**config.mk**
```make
export PLATFORM = sky130hd
export DESIGN_NAME = trim_cell_dac_control
export DESIGN_NICKNAME = d
export VERILOG_FILES = /design/src/design/tcd_pkg.sv /design/src/design/trim_cell_dac_control.sv
export SDC_FILE = /design/constraint.sdc
export NUM_CORES = 1
export LEC_CHECK = 0
export BUFFER_PORTS_ARGS = -buffer_cell sky130_fd_sc_hd__buf_2
export CAP_MARGIN = 20
export CORE_UTILIZATION = 48
export CTS_CLUSTER_DIAMETER = 30
export CTS_CLUSTER_SIZE = 16
export DETAILED_ROUTE_END_ITERATION = 6
export GPL_ROUTABILITY_DRIVEN = 1
export GPL_TIMING_DRIVEN = 0
export PLACE_DENSITY = 0.89
export SLEW_MARGIN = 20
export SYNTH_ARGS = -nofsm -noshare
export SYNTH_HDL_FRONTEND = slang
export SYNTH_SLANG_ARGS = --single-unit
export TNS_END_PERCENT = 10
```
**constraint.sdc**
```tcl
create_clock -name clock -period 3.5 [get_ports clock]
set_clock_uncertainty 0.15 [all_clocks]
set_input_delay 0.35 -clock clock [delete_from_list [all_inputs] [get_ports clock]]
set_output_delay 0.35 -clock clock [all_outputs]
set_load 0.02 [all_outputs]
```
**src/design/tcd_pkg.sv**
```systemverilog
package tcd_pkg;
	localparam int NUM_CELLS = 4;
	localparam int DAC_W = 8;
	localparam int SETP_W = 12;
	localparam int NUM_PROFILES = 3;
	localparam int RATE_SEL_W = 2;
	localparam logic [7:0] DAC_RESET = 8'h80;
	localparam logic [DAC_W-1:0] DAC_MAX = 8'hFF;
	localparam logic [DAC_W-1:0] DAC_MIN = 8'h00;
	localparam logic [SETP_W-1:0] SETP_RESET = 12'h000;
	localparam int CLOCK_HZ = 50000000;
	localparam int RATE0_US = 860;
	localparam int RATE1_US = 1720;
	localparam int RATE2_US = 13800;
	localparam int RATE3_US = 27600;
	localparam int RATE0_CYC = RATE0_US * (CLOCK_HZ / 1000000);
	localparam int RATE1_CYC = RATE1_US * (CLOCK_HZ / 1000000);
	localparam int RATE2_CYC = RATE2_US * (CLOCK_HZ / 1000000);
	localparam int RATE3_CYC = RATE3_US * (CLOCK_HZ / 1000000);
	localparam int TICK_W = 21;

	typedef enum logic {
		TCD_MODE_CLOSED_LOOP,
		TCD_MODE_FIXED_CODE
	} tcd_mode_e;

	typedef struct packed {
		logic profileSelBit0;
		logic profileSelBit1;
		logic closedLoopTrimEn;
		logic trimOutEn;
	} tcd_ctrl_s;

	typedef struct packed {
		logic [DAC_W-1:0] dacCode;
		logic outEn;
	} tcd_dac_s;
endpackage

```
**src/design/trim_cell_dac_control.sv**
```systemverilog
// Overview of operation
// - Four independent trim cells, each controlling its own DAC register.
// - Each cell runs fixed-code or closed-loop mode and drives an 8-bit DAC.
// - With no mode chosen, a cell defaults to closed-loop mode.
// - Fixed-code mode applies the selected stored code directly to the DAC register.
// - Fixed-code mode holds three stored 8-bit codes, profiles 0 to 2.
// - Fixed-code mode reloads the DAC register when the selected profile changes; select 3 counts as profile 2.
// - Profile 0 DAC code is writable at run time; others are fixed.
// - Writes to profile 0 DAC code are blocked while write protect is set.
// - Closed-loop mode holds three stored 12-bit setpoints, profiles 0 to 2.
// - Closed-loop mode copies the selected setpoint when the selected profile changes; select 3 counts as profile 2.
// - Profile 0 setpoint is writable at run time unless write protect is set.
// - Closed loop compares setpoint with the monitored voltage and adjusts the DAC.
// - Closed-loop trimming happens only while closed_loop_trim_en is 1.
// - The DAC output is driven only while trim_out_en is 1.
// - Each cell has its own two profile select signals.
// - Stored configuration mode decides how the DAC register is updated.
// - Closed loop disabled keeps the last DAC value; reset value is 80h.
// - At reset output off, loop off, DAC 80h, setpoint 000h; the next cycle loads profile 0 setpoint and, in fixed-code mode, the DAC code.
// - Each update steps the DAC by polarity and comparison sign, none when equal; the DAC does not step down from 00h or up from FFh.
// - Update interval is one of four shared settings from 860 us to 27.6 ms.
module trim_cell_dac_control
	import tcd_pkg::*;
#(
	parameter int CELLS = NUM_CELLS,
	parameter int UPDATE_CYC0 = RATE0_CYC,
	parameter int UPDATE_CYC1 = RATE1_CYC,
	parameter int UPDATE_CYC2 = RATE2_CYC,
	parameter int UPDATE_CYC3 = RATE3_CYC
) (
	// Clock and reset.
	input wire logic clock,
	input wire logic reset_n,
	// Expander control link, one group per cell.
	input wire tcd_ctrl_s [CELLS-1:0] linkCtrl,
	// Stored configuration.
	input wire logic [CELLS-1:0] cfgFixedCodeMode,
	input wire logic [CELLS-1:0] cfgPolarityInv,
	input wire logic [RATE_SEL_W-1:0] cfgUpdateRate,
	input wire logic cfgWriteProtect,
	input wire logic [CELLS-1:0][NUM_PROFILES-1:0][DAC_W-1:0] cfgDacCode,
	input wire logic [CELLS-1:0][NUM_PROFILES-1:0][SETP_W-1:0] cfgSetpoint,
	// Run-time profile 0 writes.
	input wire logic [CELLS-1:0] wrDacCodeP0,
	input wire logic [CELLS-1:0] wrSetpointP0,
	input wire logic [DAC_W-1:0] wrDacData,
	input wire logic [SETP_W-1:0] wrSetpointData,
	// Digitised voltage monitor inputs.
	input wire logic [CELLS-1:0][SETP_W-1:0] monitorVoltage,
	// DAC and setpoint outputs.
	output tcd_dac_s [CELLS-1:0] dacOut,
	output logic [CELLS-1:0][SETP_W-1:0] setpointOut
);

	// Elaboration checks on the parameters that the logic can serve.
	if (CELLS < 1 || CELLS > NUM_CELLS) begin : g_badCells
		$error("CELLS out of range");
	end
	if (UPDATE_CYC0 < 2 || UPDATE_CYC1 < 2 || UPDATE_CYC2 < 2 || UPDATE_CYC3 < 2 ||
		UPDATE_CYC0 >= (1 << TICK_W) || UPDATE_CYC1 >= (1 << TICK_W) ||
		UPDATE_CYC2 >= (1 << TICK_W) || UPDATE_CYC3 >= (1 << TICK_W)) begin : g_badRate
		$error("update interval out of range");
	end

	function automatic logic [1:0] profileIndex(input logic b0, input logic b1);
		logic [1:0] v;
		v = {b1, b0};
		return (v == 2'h3) ? 2'h2 : v;
	endfunction

	// Pin synchronisers for the link inputs.
	tcd_ctrl_s [CELLS-1:0] sync1_q, sync2_q, sync3_q, ctrl_q;
	always_ff @(posedge clock) begin
		if (!reset_n) begin
			sync1_q <= '0;
			sync2_q <= '0;
			sync3_q <= '0;
		end else begin
			sync1_q <= linkCtrl;
			sync2_q <= sync1_q;
			sync3_q <= sync2_q;
		end
	end

	always_ff @(posedge clock) begin
		if (!reset_n) begin
			ctrl_q <= '0;
		end else begin
			for (int c = 0; c < CELLS; c++) begin
				if (sync2_q[c] == sync3_q[c]) begin
					ctrl_q[c] <= sync3_q[c];
				end
			end
		end
	end

	// Shared update tick.
	logic [TICK_W-1:0] tickCnt_q, tickLimit;
	logic tick;
	always_comb begin
		case (cfgUpdateRate)
			2'h0: tickLimit = TICK_W'(UPDATE_CYC0 - 1);
			2'h1: tickLimit = TICK_W'(UPDATE_CYC1 - 1);
			2'h2: tickLimit = TICK_W'(UPDATE_CYC2 - 1);
			default: tickLimit = TICK_W'(UPDATE_CYC3 - 1);
		endcase
	end
	assign tick = (tickCnt_q >= tickLimit);
	always_ff @(posedge clock) begin
		if (!reset_n || tick) begin
			tickCnt_q <= '0;
		end else begin
			tickCnt_q <= tickCnt_q + TICK_W'(1);
		end
	end

	// Run-time profile 0 storage.
	logic [CELLS-1:0][DAC_W-1:0] dacP0_q;
	logic [CELLS-1:0][SETP_W-1:0] setP0_q;
	logic [CELLS-1:0] loaded_q;
	always_ff @(posedge clock) begin
		if (!reset_n) begin
			dacP0_q <= '0;
			setP0_q <= '0;
			loaded_q <= '0;
		end else begin
			for (int c = 0; c < CELLS; c++) begin
				loaded_q[c] <= 1'b1;
				if (!loaded_q[c]) begin
					dacP0_q[c] <= cfgDacCode[c][0];
					setP0_q[c] <= cfgSetpoint[c][0];
				end else begin
					if (wrDacCodeP0[c] && !cfgWriteProtect) begin
						dacP0_q[c] <= wrDacData;
					end
					if (wrSetpointP0[c] && !cfgWriteProtect) begin
						setP0_q[c] <= wrSetpointData;
					end
				end
			end
		end
	end

	// Profile select change detection.
	logic [CELLS-1:0][1:0] selPrev_q;
	logic [CELLS-1:0] selChg;
	always_comb begin
		for (int c = 0; c < CELLS; c++) begin
			selChg[c] = (profileIndex(ctrl_q[c].profileSelBit0, ctrl_q[c].profileSelBit1) != selPrev_q[c]);
		end
	end
	always_ff @(posedge clock) begin
		if (!reset_n) begin
			selPrev_q <= '0;
		end else begin
			for (int c = 0; c < CELLS; c++) begin
				selPrev_q[c] <= profileIndex(ctrl_q[c].profileSelBit0, ctrl_q[c].profileSelBit1);
			end
		end
	end

	function automatic logic [DAC_W-1:0] pickDac(input int c, input logic [1:0] p);
		return (p == 2'h0) ? dacP0_q[c] : cfgDacCode[c][p];
	endfunction
	function automatic logic [SETP_W-1:0] pickSet(input int c, input logic [1:0] p);
		return (p == 2'h0) ? setP0_q[c] : cfgSetpoint[c][p];
	endfunction

	// Voltage setpoint registers.
	logic [CELLS-1:0][SETP_W-1:0] setpoint_q;
	always_ff @(posedge clock) begin
		if (!reset_n) begin
			setpoint_q <= '0;
		end else begin
			for (int c = 0; c < CELLS; c++) begin
				if (!loaded_q[c]) begin
					setpoint_q[c] <= cfgSetpoint[c][0];
				end else if (selChg[c]) begin
					setpoint_q[c] <= pickSet(c, profileIndex(ctrl_q[c].profileSelBit0,
						ctrl_q[c].profileSelBit1));
				end
			end
		end
	end

	// DAC registers.
	tcd_mode_e [CELLS-1:0] mode;
	logic [CELLS-1:0][DAC_W-1:0] dac_q;
	logic [CELLS-1:0] outEn_q;
	always_comb begin
		for (int c = 0; c < CELLS; c++) begin
			mode[c] = cfgFixedCodeMode[c] ? TCD_MODE_FIXED_CODE : TCD_MODE_CLOSED_LOOP;
		end
	end
	always_ff @(posedge clock) begin
		if (!reset_n) begin
			dac_q <= {CELLS{DAC_RESET}};
		end else begin
			for (int c = 0; c < CELLS; c++) begin
				case (mode[c])
					TCD_MODE_FIXED_CODE: begin
						if (!loaded_q[c]) begin
							dac_q[c] <= cfgDacCode[c][0];
						end else if (selChg[c]) begin
							dac_q[c] <= pickDac(c, profileIndex(ctrl_q[c].profileSelBit0,
								ctrl_q[c].profileSelBit1));
						end
					end
					TCD_MODE_CLOSED_LOOP: begin
						if (loaded_q[c] && tick && ctrl_q[c].closedLoopTrimEn) begin
							if (setpoint_q[c] != monitorVoltage[c]) begin
								if ((setpoint_q[c] > monitorVoltage[c]) ^ cfgPolarityInv[c]) begin
									if (dac_q[c] != DAC_MAX) dac_q[c] <= dac_q[c] + 8'h01;
								end else begin
									if (dac_q[c] != DAC_MIN) dac_q[c] <= dac_q[c] - 8'h01;
								end
							end
						end
					end
					default: dac_q[c] <= dac_q[c];
				endcase
			end
		end
	end

	always_ff @(posedge clock) begin
		if (!reset_n) begin
			outEn_q <= '0;
		end else begin
			for (int c = 0; c < CELLS; c++) begin
				outEn_q[c] <= ctrl_q[c].trimOutEn;
			end
		end
	end

	always_comb begin
		for (int c = 0; c < CELLS; c++) begin
			dacOut[c].dacCode = dac_q[c];
			dacOut[c].outEn = outEn_q[c];
			setpointOut[c] = setpoint_q[c];
		end
	end

	// Assertions, one set per cell, plus one shared update tick check.
	for (genvar g = 0; g < CELLS; g++) begin : g_chk
		property p_protect;
			@(posedge clock) disable iff (!reset_n)
			(cfgWriteProtect && loaded_q[g]) |=> $stable(dacP0_q[g]) && $stable(setP0_q[g]);
		endproperty
		a_protect: assert property (p_protect) else $error("protected profile 0 changed");

		property p_outen;
			@(posedge clock) disable iff (!reset_n)
			outEn_q[g] == $past(ctrl_q[g].trimOutEn);
		endproperty
		a_outen: assert property (p_outen) else $error("output enable mismatch");

		property p_hold;
			@(posedge clock) disable iff (!reset_n)
			(mode[g] == TCD_MODE_CLOSED_LOOP && !ctrl_q[g].closedLoopTrimEn) |=> $stable(dac_q[g]);
		endproperty
		a_hold: assert property (p_hold) else $error("dac moved with loop off");

		property p_equal;
			@(posedge clock) disable iff (!reset_n)
			(mode[g] == TCD_MODE_CLOSED_LOOP && setpoint_q[g] == monitorVoltage[g]) |=> $stable(dac_q[g]);
		endproperty
		a_equal: assert property (p_equal) else $error("dac moved on equal compare");

		property p_step;
			@(posedge clock) disable iff (!reset_n)
			(mode[g] == TCD_MODE_CLOSED_LOOP && loaded_q[g] && tick && ctrl_q[g].closedLoopTrimEn
				&& !cfgPolarityInv[g] && setpoint_q[g] > monitorVoltage[g] && dac_q[g] != DAC_MAX)
				|=> dac_q[g] == $past(dac_q[g]) + 8'h01;
		endproperty
		a_step: assert property (p_step) else $error("closed loop did not step up");

		property p_down;
			@(posedge clock) disable iff (!reset_n)
			(mode[g] == TCD_MODE_CLOSED_LOOP && loaded_q[g] && tick && ctrl_q[g].closedLoopTrimEn
				&& !cfgPolarityInv[g] && setpoint_q[g] < monitorVoltage[g] && dac_q[g] != DAC_MIN)
				|=> dac_q[g] == $past(dac_q[g]) - 8'h01;
		endproperty
		a_down: assert property (p_down) else $error("closed loop did not step down");

		property p_sat;
			@(posedge clock) disable iff (!reset_n)
			(mode[g] == TCD_MODE_CLOSED_LOOP && dac_q[g] == DAC_MAX) |=> dac_q[g] != DAC_MIN;
		endproperty
		a_sat: assert property (p_sat) else $error("dac wrapped past full scale");

		property p_fixed;
			@(posedge clock) disable iff (!reset_n)
			(mode[g] == TCD_MODE_FIXED_CODE && loaded_q[g] && selChg[g] && selPrev_q[g] != 2'h0
				&& profileIndex(ctrl_q[g].profileSelBit0, ctrl_q[g].profileSelBit1) == 2'h2)
				|=> dac_q[g] == cfgDacCode[g][2];
		endproperty
		a_fixed: assert property (p_fixed) else $error("fixed code not loaded");

		property p_fixload;
			@(posedge clock) disable iff (!reset_n)
			(mode[g] == TCD_MODE_FIXED_CODE && !loaded_q[g]) |=> dac_q[g] == $past(cfgDacCode[g][0]);
		endproperty
		a_fixload: assert property (p_fixload) else $error("profile 0 code not loaded at start");

		property p_setload;
			@(posedge clock) disable iff (!reset_n)
			!loaded_q[g] |=> setpoint_q[g] == $past(cfgSetpoint[g][0]);
		endproperty
		a_setload: assert property (p_setload) else $error("profile 0 setpoint not loaded at start");

		property p_setcopy;
			@(posedge clock) disable iff (!reset_n)
			(loaded_q[g] && selChg[g] && profileIndex(ctrl_q[g].profileSelBit0, ctrl_q[g].profileSelBit1) == 2'h1)
				|=> setpoint_q[g] == cfgSetpoint[g][1];
		endproperty
		a_setcopy: assert property (p_setcopy) else $error("setpoint not copied");

		property p_sync;
			@(posedge clock) disable iff (!reset_n)
			!$stable(ctrl_q[g]) |-> $past(sync2_q[g] == sync3_q[g]);
		endproperty
		a_sync: assert property (p_sync) else $error("link change taken before it settled");

		c_step: cover property (@(posedge clock) disable iff (!reset_n) tick && ctrl_q[g].closedLoopTrimEn);
		c_sel: cover property (@(posedge clock) disable iff (!reset_n) selChg[g]);
		c_wr: cover property (@(posedge clock) disable iff (!reset_n) wrDacCodeP0[g] && !cfgWriteProtect);
		c_oe: cover property (@(posedge clock) disable iff (!reset_n) outEn_q[g]);
	end

	property p_tick;
		@(posedge clock) disable iff (!reset_n)
		tick |=> !tick;
	endproperty
	a_tick: assert property (p_tick) else $error("update tick too frequent");

endmodule // trim_cell_dac_control

```
======== Word-level counts from Yosys, hierarchy flattened ========
Index checks and enable logic that the tools add are counted.
operators by class
  add/subtract/negate cells ............... 9
  $lt $le $gt $ge ......................... 9
  equality and inequality tests ........... 54
  multiplexer cells ....................... 90
  bitwise operators ....................... 8
  reduce and logical (&&, ||, !) cells .... 32
operators with widths
  cell                     number
  $mux W8                  44
  $mux W12                 24
  $bmux W12 S2             4
  $bmux W8 S2              4
  $pmux W8 S2              4
  $pmux W21 S3             1
  $gt A12 B12 Y1           4
  $ne A12 B12 Y1           4
  $ne A3 B3 Y1 const B     12
  $add A8 B1 Y8 const B    4
  $ne A8 B8 Y1 const B     4
  $reduce_bool A8 Y1       4
  $sub A8 B1 Y8 const B    4
  $ne A2 B1 Y1 const B     12
  $add A21 B1 Y21 const B  1
  $ge A21 B21 Y1           1
  $reduce_and A5 Y1        4
  $eq A4 B4 Y1             4
  $logic_and A1 B1 Y1      16
  $ne A2 B2 Y1 const B     8
  $lt A2 B3 Y1 const B     4
  $eq A2 B2 Y1 const B     5
  $logic_not A2 Y1         5
  $mux W2                  4
  8 further kinds          21
storage, ports and cells
  bits in registers ....................... 261
  input port bits ......................... 345
  word-level logic and storage cells ...... 289

======== Logic depth before layout (Yosys ltp) ========
Gate-level depths: netlist (run 1).
  depth in word-level cells ............... 8
  gate-level depth with buffers ........... 17

======== Worst setup path after synthesis (run 1) ========
No wires, ideal clock.
  path kind ............................... register to register
  start point ............................. reg setpoint_q, in the netlist setpointOut[11]
  end point ............................... reg dac_q, in the netlist dacOut[8]
  setup time .............................. 0.145 ns
  arrival time ............................ 3.444 ns
  required time ........................... 3.205 ns
  setup slack ............................. -0.240 ns
  stages on the path, launching flop included .. 17
  buffers on the path ..................... 0
  period minus slack after synthesis ...... 3.740 ns
  cells stage by stage .................... dfxtp_1 ha_1 a21oi_1 o21ai_1 a2111oi_1 a21oi_1 xor2_1 inv_1 ha_1 nand3_1 o211ai_1 nor4_1 nor3_1 xor2_1 xnor2_1 o21ai_0 o221ai_1
between the ends
  cells in the longest elaborated chain, start to end .. 6
  elaborated cells on any way between the ends .. 11
RTL lines
  item                              RTL line                      source
  start: declaration                trim_cell_dac_control.sv:170  logic [CELLS-1:0][SETP_W-1:0] setpoint_q;
  start signal: indexed assignment  trim_cell_dac_control.sv:177  setpoint_q[c] <= cfgSetpoint[c][0];
  start signal: indexed assignment  trim_cell_dac_control.sv:179  setpoint_q[c] <= pickSet(c, profileIndex(ctrl_q[c].profileSelBit0,
  $gt A12 B12 Y1                    trim_cell_dac_control.sv:212  if ((setpoint_q[c] > monitorVoltage[c]) ^ cfgPolarityInv[c]) begin
  $xor A1 B1 Y1                     trim_cell_dac_control.sv:212
  $mux W8                           trim_cell_dac_control.sv:212
  $mux W8                           trim_cell_dac_control.sv:211  if (setpoint_q[c] != monitorVoltage[c]) begin
  $mux W8                           trim_cell_dac_control.sv:210  if (loaded_q[c] && tick && ctrl_q[c].closedLoopTrimEn) begin
  $pmux W8 S2                       trim_cell_dac_control.sv:200  case (mode[c])
  end signal: indexed assignment    trim_cell_dac_control.sv:203  dac_q[c] <= cfgDacCode[c][0];
  end signal: indexed assignment    trim_cell_dac_control.sv:205  dac_q[c] <= pickDac(c, profileIndex(ctrl_q[c].profileSelBit0,
  end signal: indexed assignment    trim_cell_dac_control.sv:220  default: dac_q[c] <= dac_q[c];
  end: declaration                  trim_cell_dac_control.sv:188  logic [CELLS-1:0][DAC_W-1:0] dac_q;
Several ways; a longest one is shown, not always the timed one. The select of a mux whose other input is x is not followed.
A chain may end at the register's enable or synchronous reset.

======== Worst setup path in the final report (run 1) ========
  start point ............................. reg setpoint_q, in the netlist setpointOut[9]
  end point ............................... reg dac_q, in the netlist dacOut[8]
The elaborated chain is that of the path after synthesis.

==> run summary, run 1 <==
root buffer cell -> clkbuf_16
pin count of the biggest net entering global routing -> 16
crit path launch type -> flop
violated checks -> negative setup slack
CP arrival -> 3.91 ns
pwr dens -> 526 mW/mm²
Hold Slack -> 0.0124 ns
Reg2Reg Setup Slack -> -0.17 ns
Final Critical Period -> 3.67 ns
Final period util -> 1.05
Critical Path Fanout Max -> 5
synth-to-layout area growth -> 42.9%
Worst-path clk slew -> 0.05 ns
area leader, netlist -> dfxtp_1
Final setup viols -> 6
core area -> 0.0299 mm²
Leak -> 9.14 nW
Die Area -> 0.0313 mm²
Yosys top cell area share -> 0.352
Via density -> 6.10
via count -> 17.5k
Post-layout nets -> 2867
EDFF count, synth -> 0
Clock Tree Buf Depth -> 3
status -> finished, violations left
Ports -> 429
# Max-Cap Violations -> 0
clock sink count -> 258
yosys warns -> 0
first-pass GRT wire length -> 94.0 mm
final hold vios -> 0
DP Wirelength -> 45.9 mm
CP Launch Point -> setpointOut[9]
Avg Cell Area, Syn -> 8.04 µm²
share of layout cells above drive strength 1 -> 0.265
Worst Tran Pin Value -> 1.02 ns
r2r startpoint -> setpointOut[9]
port bufs -> 424
Num CTS Buffers -> 55
maximum vdd ir drop -> 439 µV
crit path kind -> flop to flop
dpl ws -> -0.855 ns
RSZ-0062 raised after global routing -> yes
fin worst setup slack -> -0.167 ns
vias in the first global route -> 17.4k
top cells by area, synth -> dfxtp_1 (35%), ha_1 (7.9%), mux2i_1 (7.5%), nand2_1 (7.3%), o21ai_0 (5.4%)
Syn Nets -> 2267
Final ANT Viol Nets -> 0
Routed WL -> 63.9 mm
CTS tree -> built
required time of the critical path -> 3.74 ns
Max Clk Rate -> 0.273 GHz
Iter 0 DRT Violations -> 1901
initial core utilization -> 0.491
min-delay src -> wrDacData[7]
CP Capture Type -> flop
Main synth FF type -> dfxtp_1
total track usage -> 0.394
Synth Cell Area -> 0.0147 mm²
TNS Setup -> -0.263 ns
num rows -> 63
footprint of the multi-input gates -> 0.00924 mm²
Die Ht -> 177 µm
Rel. slew slack -> 0.323
synthesized instance count -> 1825
initial antenna violation count -> 3
number of library cell types mapped by synthesis -> 74
register area -> 0.00519 mm²
Wirelength per Cell -> 22.3 µm
drt pass-1 iters -> 6
H-tree levels -> 2
fillcell total -> 2234
Die X -> 177 µm
min-delay worst type -> primary input to flop
GPL Wtd Cong -> 1.00
grt total ovfl -> 0
Max Slew Vio Count -> 0
worst skew pair latency -> 0.57 ns
Post-synth ARST share -> 0
sequential area share after synthesis -> 0.352
FF+latch count, synth -> 258
Layout Utilization -> 0.702
DR DRC count -> 0
-- synthesized netlist by cell type (all sizes together) (3+ instances only) --
| cell | n |
|---|---|
| nand2 | 286 |
| dfxtp | 258 |
| o21ai | 173 |
| nor2 | 170 |
| mux2i | 110 |
| clkbuf | 99 |
| ha | 93 |
| inv | 91 |
| a311oi | 79 |
| a31oi | 62 |
| and2 | 59 |
| a21oi | 52 |
| xnor2 | 37 |
| nand3 | 35 |
| nand4 | 28 |
| xor2 | 25 |
| o211ai | 23 |
| nor3 | 17 |
| nor2b | 15 |
| buf | 14 |
| a211oi | 11 |
| a21o | 9 |
| nor4 | 9 |
| and3 | 5 |
| nand2b | 5 |
| a311o | 4 |
| fa | 4 |
| or3 | 4 |
| a2111oi | 3 |
| o2111ai | 3 |
| o21a | 3 |
| or4 | 3 |
-- per-layer routing --
layer | global-route usage | wire [µm]
met4 | 0.270 | 4450
met5 | 0 | 0
met3 | 0.0887 | 6850
met2 | 0.663 | 29600
met1 | 0.443 | 23000
-- registers in the layout (all words and copies together) (netlist names), 21 cells and up --
signal and cells:
dacOut 32, setpointOut 48, dacP0_q 32, setP0_q 48
tickCnt_q 21
-- worst max-delay path, stage by stage (launching register included) --
cell and delay (ns):
dfxtp_1 0.34, ha_1 0.31, and4_4 0.26, or3b_4 0.39
o21ai_2 0.08, a21oi_2 0.06, xor2_2 0.27, inv_4 0.12
ha_4 0.31, nand3_1 0.08, o211ai_1 0.22, nor4_1 0.08
nor3_1 0.24, xor2_1 0.23, xnor2_1 0.09, o21ai_1 0.13
o221ai_1 0.12
-- per-stage QoR --
step           cells  total power, mW  cell area, µm²
2_1_floorplan   1825             4.39           14700
3_3_place_gp    2639             5.02           17300
5_1_grt         2865             11.3           21000
3_5_place_dp    2639             5.08           17300
6_report        2866             11.0           21000
4_1_cts         2861             10.9           20800
-- layout by cell type, fill, tap and decap left out, drive strengths merged, types with 4 or more instances in the layout --
cell         count
buf            467
nand2          286
dfxtp          258
o21ai          173
nor2           170
clkbuf         163
mux2i          110
inv             96
ha              93
dlygate4sd3     90
a311oi          79
a31oi           62
and2            59
a21oi           52
xnor2           37
nand3           35
nand4           28
xor2            25
o211ai          23
clkinv          18
nor3            17
nor2b           15
bufinv          11
a211oi          11
a21o             9
nor4             9
clkinvlp         6
nand2b           5
and3             5
diode            4
a311o            4
or3              4
fa               4
-- area by class of cell --
class / count / share of cell area
multi-input cells: 1363 / 0.441
flip-flops and latches: 258 / 0.247
repair buffers: 543 / 0.155
clock buffers: 64 / 0.0687
clock inverters: 40 / 0.0270
well taps: 390 / 0.0233
plain buffers: 113 / 0.0209
inverters: 91 / 0.0165
diodes: 4 / 0.000477
-- what timing repair did --
item | CTS | global route
setup endpoints to repair | 22 | 17
resized for setup | 81 | 23
hold endpoints to repair | 133 | 0
setup buffers | 28 | 1
hold buffers | 90 | 0
gates cloned | 0 | 0
pin swaps | 37 | 19
-- power breakdown --
group / internal [mW] / switching (mW) / leakage (nW)
Combinational: 0.915 / 1.20 / 6.05
Sequential: 3.14 / 0.189 / 2.13
Clock: 3.78 / 1.82 / 0.968
-- logic make-up after synthesis --
kind of cell | count (synthesis) | synth area share
AND/OR/NAND/NOR | 645 | 0.196
AO/OA/AOI/OAI | 446 | 0.198
flip-flops | 258 | 0.352
buffers and inverters | 204 | 0.0531
multiplexers | 111 | 0.0758
adder cells (fa/ha/maj) | 97 | 0.0848
XOR/XNOR | 64 | 0.0406
-- path summary, 6_finish.rpt --
path,to,depth (start not counted)
worst max register to register,dacOut[8],16
worst min register to register,sync2_q[12],1
worst max-delay path,dacOut[8],16
worst min-delay path,dacP0_q[31],3
No activity file was read; power rests on OpenSTA's default activity.
==> run 2, diff against run 1 <==
--- a/config.mk
+++ b/config.mk
@@ -5,6 +5,7 @@
 export SDC_FILE = /design/constraint.sdc
 export NUM_CORES = 1
 export LEC_CHECK = 0
+export ABC_AREA = 1
 export BUFFER_PORTS_ARGS = -buffer_cell sky130_fd_sc_hd__buf_2
 export CAP_MARGIN = 20
 export CORE_UTILIZATION = 48
==> run 2 against run 1 <==
  * The run ends with design-rule violations left
  * Utilization fell by 3.9 points
  * Routed wire length fell by 4.5%
  * Die area rose by 2.6%
  * Via count rose by 5.0%
==> run summary, run 2 <==
P_int -> 7.25 mW (was 7.83 mW)
TNS Setup -> 0 ns (was -0.263 ns)
most common library cells after synthesis -> nand2_1 (656), inv_1 (270), dfxtp_1 (258) (was nand2_1 (286), dfxtp_1 (258), nor2_1 (169))
first-pass GRT wire length -> 90.6 mm (was 94.0 mm)
synthesized instance count -> 2245 (was 1825)
FF+latch count, synth -> 258 (unchanged)
switching power -> 3.82 mW (was 3.20 mW)
share of layout cells above drive strength 1 -> 0.217 (was 0.265)
core area -> 0.0307 mm² (was 0.0299 mm²)
Routed WL -> 61.0 mm (was 63.9 mm)
Final ANT Viol Nets -> 0 (unchanged)
most common cell after layout, fill and taps aside -> nand2_1 (was buf_2)
Net Sw Frac -> 0.345 (was 0.290)
RSZ-0062 raised after global routing -> no (was yes)
root buffer cell -> clkbuf_16 (unchanged)
crit path launch type -> flop (unchanged)
# Max-Cap Violations -> 0 (unchanged)
maximum vdd ir drop -> 339 µV (was 439 µV)
depth of the worst hold-timing path -> 3 (unchanged)
GPL Wtd Cong -> 0.994 (was 1.00)
final hold vios -> 0 (unchanged)
grt total ovfl -> 0 (unchanged)
sequential area share after synthesis -> 0.343 (was 0.352)
synth-to-layout area growth -> 35.4% (was 42.9%)
Yosys top cell area share -> 0.343 (was 0.352)
CP arrival -> 3.65 ns (was 3.91 ns)
clock network fraction of design power -> 0.438 (was 0.507)
Final setup viols -> 0 (was 6)
Max Clk Rate -> 0.302 GHz (was 0.273 GHz)
Post-layout nets -> 3250 (was 2867)
vias in the first global route -> 17.5k (was 17.4k)
worst skew pair latency -> 0.55 ns (was 0.57 ns)
Iter 0 DRT Violations -> 2057 (was 1901)
Post-synth ARST share -> 0 (unchanged)
port bufs -> 428 (was 424)
R2R depth -> 20 (was 16)
Comb power frac -> 0.250 (was 0.191)
Avg Cell Area, Syn -> 6.70 µm² (was 8.04 µm²)
Worst Tran Pin Value -> 0.916 ns (was 1.02 ns)
required time of the critical path -> 3.84 ns (was 3.74 ns)
Die X -> 179 µm (was 177 µm)
fillcell total -> 2591 (was 2234)
CP Capture Type -> flop (unchanged)
Final period util -> 0.945 (was 1.05)
Synth Cell Area -> 0.0150 mm² (was 0.0147 mm²)
most frequent cells in the layout -> nand2_1 (653), buf_2 (447), inv_1 (268) (was buf_2 (429), nand2_1 (286), dfxtp_1 (241))
EDFF count, synth -> 0 (unchanged)
Rel. slew slack -> 0.387 (was 0.323)
yosys warns -> 0 (unchanged)
Critical Path Fanout Max -> 6 (was 5)
Flop pwr share -> 0.312 (was 0.301)
DP Wirelength -> 46.0 mm (was 45.9 mm)
min-delay worst type -> primary input to flop (unchanged)
violated checks -> design-rule violations (was negative setup slack)
Syn Nets -> 2687 (was 2267)
total power -> 11.1 mW (was 11.0 mW)
drt pass-1 iters -> 7 (was 6)
Main synth FF type -> dfxtp_1 (unchanged)
Die Ht -> 179 µm (was 177 µm)
Final Critical Period -> 3.31 ns (was 3.67 ns)
Clock Tree Buf Depth -> 3 (unchanged)
Ports -> 429 (unchanged)
Layout Utilization -> 0.663 (was 0.702)
initial antenna violation count -> 5 (was 3)
Wirelength per Cell -> 18.8 µm (was 22.3 µm)
CTS tree -> built (unchanged)
pin count of the biggest net entering global routing -> 15 (was 16)
total track usage -> 0.369 (was 0.394)
area leader, netlist -> dfxtp_1 (unchanged)
top cells by area, synth -> dfxtp_1 (34%), nand2_1 (16%), ha_1 (7.7%), o21ai_0 (6.8%), inv_1 (6.7%) (was dfxtp_1 (35%), ha_1 (7.9%), mux2i_1 (7.5%), nand2_1 (7.3%), o21ai_0 (5.4%))
via count -> 18.4k (was 17.5k)
Reg2Reg Setup Slack -> 0.19 ns (was -0.17 ns)
initial core utilization -> 0.489 (was 0.491)
most frequent cell after synthesis -> nand2_1 (unchanged)
Worst-path clk slew -> 0.06 ns (was 0.05 ns)
Num CTS Buffers -> 51 (was 55)
crit path kind -> flop to flop (unchanged)
DP Cell Count -> 3069 (was 2639)
H-tree levels -> 2 (unchanged)
Max Slew Vio Count -> 0 (unchanged)
pwr dens -> 543 mW/mm² (was 526 mW/mm²)
Post-Layout Cell Count -> 3249 (was 2866)
Hold Slack -> 0.0167 ns (was 0.0124 ns)
Via density -> 5.65 (was 6.10)
Die Area -> 0.0321 mm² (was 0.0313 mm²)
clock sink count -> 258 (unchanged)
num rows -> 64 (was 63)
Leak -> 10.5 nW (was 9.14 nW)
DR DRC count -> 38 (was 0)
number of library cell types mapped by synthesis -> 43 (was 74)
status -> finished, violations left (unchanged)
## run 2: cell types whose count changed after synthesis, sizes merged, moves of 34 or more
cell    change
a21oi      +34
a311oi     -79
a31oi      +68
and2       -57
inv       +183
mux2i     -109
nand2     +385
nand3     +102
## run 2: layout make-up
| type | instances | area [µm²] | share of cell area |
|---|---|---|---|
| inverter | 275 | 1030 | 0.0507 |
| sequential | 258 | 5170 | 0.254 |
| tap | 396 | 495 | 0.0243 |
| clock inverter | 39 | 384 | 0.0189 |
| buffer | 98 | 414 | 0.0203 |
| multi-input combinational | 1614 | 8570 | 0.421 |
| clock buffer | 56 | 1350 | 0.0660 |
| timing repair buffer | 510 | 2960 | 0.145 |
| antenna | 3 | 7.51 | 0.000368 |
## run 2: timing repair
| item | CTS | global route |
|---|---|---|
| setup buffers | 1 | 2 |
| hold buffers | 79 | 0 |
| endpoints found under the hold margin | 111 | 0 |
| pin swaps | 1 | 3 |
| endpoints found under the setup margin | 3 | 14 |
| gates resized for setup | 0 | 26 |
## run 2: power by group through the flow
stage / Combinational [mW] / Clock, mW / Sequential (mW)
6_report: 2.77 / 4.85 / 3.45
5_1_grt: 3.03 / 5.00 / 3.47
4_1_cts: 2.63 / 4.85 / 3.43
3_5_place_dp: 2.53 / 0 / 3.49
3_3_place_gp: 2.47 / 0 / 3.48
2_1_floorplan: 1.51 / 0 / 3.57
## run 2: critical path, cell delays in order (launching register included)
cell and delay, ns:
dfxtp_1 0.38, ha_4 0.31, nand4_1 0.16, nor2_2 0.19, nand4_1 0.25, nand3_1 0.23
nand2_2 0.11, inv_2 0.16, ha_4 0.24, a21oi_1 0.13, nand2_1 0.09, nand2_1 0.08
nand2_1 0.06, a21oi_1 0.14, xnor2_1 0.13, nand2_1 0.06, o21ai_0 0.09, inv_1 0.06
nand2_1 0.07, nand2_1 0.05, nor2_1 0.10
## run 2: cell families (layout without fill, tap and decap cells)
family	Yosys count	count (layout)	share of synthesized area
mux	1	1	0.000665
xor+xnor	42	42	0.0244
compound gates	446	446	0.164
simple gates	1028	1028	0.289
flops	258	258	0.343
other cells	0	3	0
buf+inv	373	978	0.0961
fa+ha+maj	97	97	0.0826
## run 2: path summary, 6_finish.rpt
path                     from     endpoint
min reg2reg        sync1_q[1]   sync2_q[1]
min          cfgSetpoint[112]  setP0_q[40]
max           setpointOut[23]   dacOut[16]
max reg2reg   setpointOut[23]   dacOut[16]
## run 2: stage by stage
stage          setup slack, ns  instance area (µm²)
2_1_floorplan            0.545                15000
3_3_place_gp           -0.0414                17700
3_5_place_dp            -0.117                17700
4_1_cts               -0.00447                20200
5_1_grt                0.00775                20400
6_report                 0.192                20400
## run 2: routing by layer
metal | vias up | share of wire | track usage
li1 | 8508 | - | -
met1 | 8287 | 0.37 | 0.448
met2 | 1281 | 0.45 | 0.606
met3 | 293 | 0.11 | 0.0691
met4 | 4 | 0.058 | 0.221
met5 | - | 0.00057 | 0
==> run 3, diff against run 2 <==
--- a/config.mk
+++ b/config.mk
@@ -8,6 +8,7 @@
 export ABC_AREA = 1
 export BUFFER_PORTS_ARGS = -buffer_cell sky130_fd_sc_hd__buf_2
 export CAP_MARGIN = 20
+export CORE_MARGIN = 3
 export CORE_UTILIZATION = 48
 export CTS_CLUSTER_DIAMETER = 30
 export CTS_CLUSTER_SIZE = 16
==> run 3 against run 2 <==
  * The run now ends clean
  * Flip-flop and latch count unchanged
  * First-iteration DRC count down 2.3%
  * Die area up 4.5%
  * Cell count up 0.74%
  * Via count up 0.83%
  * Maximum frequency down 2.1%
  * Power up 6.9%
  * Critical path type unchanged
  * Highest routed layer unchanged
==> run summary, run 3 (synthesized netlist as in run 2, its figures left out) <==
initial core utilization -> 0.489 (unchanged)
fin area -> 0.0209 mm² (was 0.0204 mm²)
required time of the critical path -> 3.84 ns (about the same)
crit path launch type -> flop (unchanged)
Num CTS Buffers -> 55 (was 51)
crit-path leading delay family -> simple AND/OR/NAND/NOR gates (unchanged)
first-pass GRT wire length -> 94.6 mm (was 90.6 mm)
maximum vdd ir drop -> 439 µV (was 339 µV)
Placed Area -> 0.0177 mm² (unchanged)
DP Cell Count -> 3069 (unchanged)
port bufs -> 428 (unchanged)
root buffer cell -> clkbuf_16 (unchanged)
num rows -> 64 (unchanged)
Die X -> 183 µm (was 179 µm)
Max Clk Rate -> 0.296 GHz (was 0.302 GHz)
total track usage -> 0.355 (was 0.369)
RSZ-0062 raised after global routing -> yes (was no)
share of layout cells above drive strength 1 -> 0.224 (was 0.217)
grt total ovfl -> 0 (unchanged)
via count -> 18.5k (was 18.4k)
Ports -> 429 (unchanged)
dpl ws -> -0.249 ns (was -0.117 ns)
TNS Setup -> 0 ns (unchanged)
initial antenna violation count -> 1 (was 5)
Crit path largest cell delay -> 0.35 ns (was 0.38 ns)
Routed WL -> 63.0 mm (was 61.0 mm)
diode count -> 0 (was 3)
CTS tree -> built (unchanged)
Leak -> 10.7 nW (was 10.5 nW)
H-tree levels -> 2 (unchanged)
depth of the worst hold-timing path -> 3 (unchanged)
Clock Tree Buf Depth -> 3 (unchanged)
status -> completed (was finished, violations left)
Reg2Reg Setup Slack -> 0.12 ns (was 0.19 ns)
total power -> 11.8 mW (was 11.1 mW)
CP arrival -> 3.72 ns (was 3.65 ns)
Crit Reg-Reg Endpoint -> dacOut[24] (was dacOut[16])
fillcell total -> 2597 (was 2591)
Iter 0 DRT Violations -> 2010 (was 2057)
GPL Wtd Cong -> 0.996 (was 0.994)
Layout Utilization -> 0.679 (was 0.663)
Max Slew Vio Count -> 0 (unchanged)
Worst-path clk slew -> 0.05 ns (was 0.06 ns)
drt pass-1 iters -> 6 (was 7)
register area -> 0.00517 mm² (about the same)
CP Buf/Inv Count -> 3 (was 2)
min-delay src -> cfgSetpoint[108] (was cfgSetpoint[112])
min-delay worst type -> primary input to flop (unchanged)
pwr dens -> 567 mW/mm² (was 543 mW/mm²)
r2r startpoint -> setpointOut[31] (was setpointOut[23])
Critical Path Fanout Max -> 6 (unchanged)
CP dominant cell by count -> nand2_1 (unchanged)
pin count of the biggest net entering global routing -> 16 (was 15)
crit path kind -> flop to flop (unchanged)
Wirelength per Cell -> 19.3 µm (was 18.8 µm)
Worst Tran Pin Value -> 0.998 ns (was 0.916 ns)
most frequent cells in the layout -> nand2_1 (649), buf_2 (447), inv_1 (268) (was nand2_1 (653), buf_2 (447), inv_1 (268))
Final ANT Viol Nets -> 0 (unchanged)
Rel. slew slack -> 0.332 (was 0.387)
final hold vios -> 0 (unchanged)
vias in the first global route -> 18.0k (was 17.5k)
Die Ht -> 183 µm (was 179 µm)
# Max-Cap Violations -> 0 (unchanged)
worst skew pair latency -> 0.57 ns (was 0.55 ns)
DR DRC count -> 0 (was 38)
footprint of the multi-input gates -> 0.00863 mm² (was 0.00857 mm²)
worst hold endpoint -> setpointOut[36] (was setP0_q[40])
Post-Layout Cell Count -> 3273 (was 3249)
Final setup viols -> 0 (unchanged)
DP Wirelength -> 47.3 mm (was 46.0 mm)
Die Area -> 0.0335 mm² (was 0.0321 mm²)
Final period util -> 0.965 (was 0.945)
CP max-delay cell -> dfxtp_1 (unchanged)
most common cell after layout, fill and taps aside -> nand2_1 (unchanged)
Hold Slack -> 0.00908 ns (was 0.0167 ns)
core area -> 0.0307 mm² (unchanged)
fin worst setup slack -> 0.122 ns (was 0.192 ns)
Post-layout nets -> 3274 (was 3250)
synth-to-layout area growth -> 38.8% (was 35.4%)
CP Capture Type -> flop (unchanged)
clock sink count -> 258 (unchanged)
R2R depth -> 19 (was 20)
Final Critical Period -> 3.38 ns (was 3.31 ns)
Via density -> 5.66 (was 5.65)
CP cell instances -> ha_1, nand2_1, inv_1, nand3_2, nor2_4, nand4_1, buf_4, nand3_1, nand2_4, buf_4, ha_1, a21oi_1, o21ai_0, nand2_1, nand2_1, xnor2_1, o21ai_0, nand2_2, a21oi_2 (was ha_4, nand4_1, nor2_2, nand4_1, nand3_1, nand2_2, inv_2, ha_4, a21oi_1, nand2_1, nand2_1, nand2_1, a21oi_1, xnor2_1, nand2_1, o21ai_0, inv_1, nand2_1, nand2_1, nor2_1)
## run 3: cell types whose count changed in the layout (fill, tap and decap cells not counted), moves of 4 or more
cell           change
nand3_1            -4
nand2_1            -4
clkinv_2           +6
clkinvlp_4         +6
buf_4              +5
dfxtp_1            -4
nand3_2            +4
inv_6             -11
clkbuf_16          +4
dlygate4sd3_1     +15
bufinv_16          +8
## run 3: report_power, final
part	leakage (nW)	switching [mW]	internal, mW	total (mW)
sequential	2.13	0.259	3.21	3.47
combinational	7.56	1.74	1.06	2.80
clock	0.964	1.85	3.73	5.57
## run 3: worst max path at each step
stage                       startpoint  cells past startpoint         end
detailed placement  monitorVoltage[31]                     23  dacOut[25]
floorplan               setpointOut[7]                     22   dacOut[7]
global placement    monitorVoltage[31]                     23  dacOut[25]
global route           setpointOut[18]                     21  dacOut[16]
CTS                    setpointOut[11]                     21   dacOut[7]
finish                 setpointOut[31]                     19  dacOut[24]
## run 3: layout make-up
type,count,share of cell area
multi-input combinational,1614,0.413
sequential,258,0.248
timing repair buffer,530,0.150
clock buffer,59,0.0685
inverter,275,0.0496
clock inverter,43,0.0272
tap,396,0.0237
buffer,98,0.0198
## run 3: metal layers
metal,vias to the layer above,global-route usage,share of wire
met1,8445,0.440,0.38
met3,252,0.0623,0.10
met4,2,0.170,0.054
met2,1272,0.601,0.47
met5,-,0,0.00016
li1,8555,-,-
## run 3: what timing repair did
| action | 4_1_cts | 5_1_grt |
|---|---|---|
| hold buffers | 94 | 0 |
| hold endpoints to repair | 128 | 0 |
| setup buffers | 1 | 7 |
| pin swaps | 1 | 15 |
| endpoints found under the setup margin | 2 | 14 |
| resized for setup | 1 | 43 |
## run 3: tightest hold or removal path, cell delays in order
cell and delay [ns]:
buf_2 0.09, nand2_1 0.11, a31oi_1 0.09
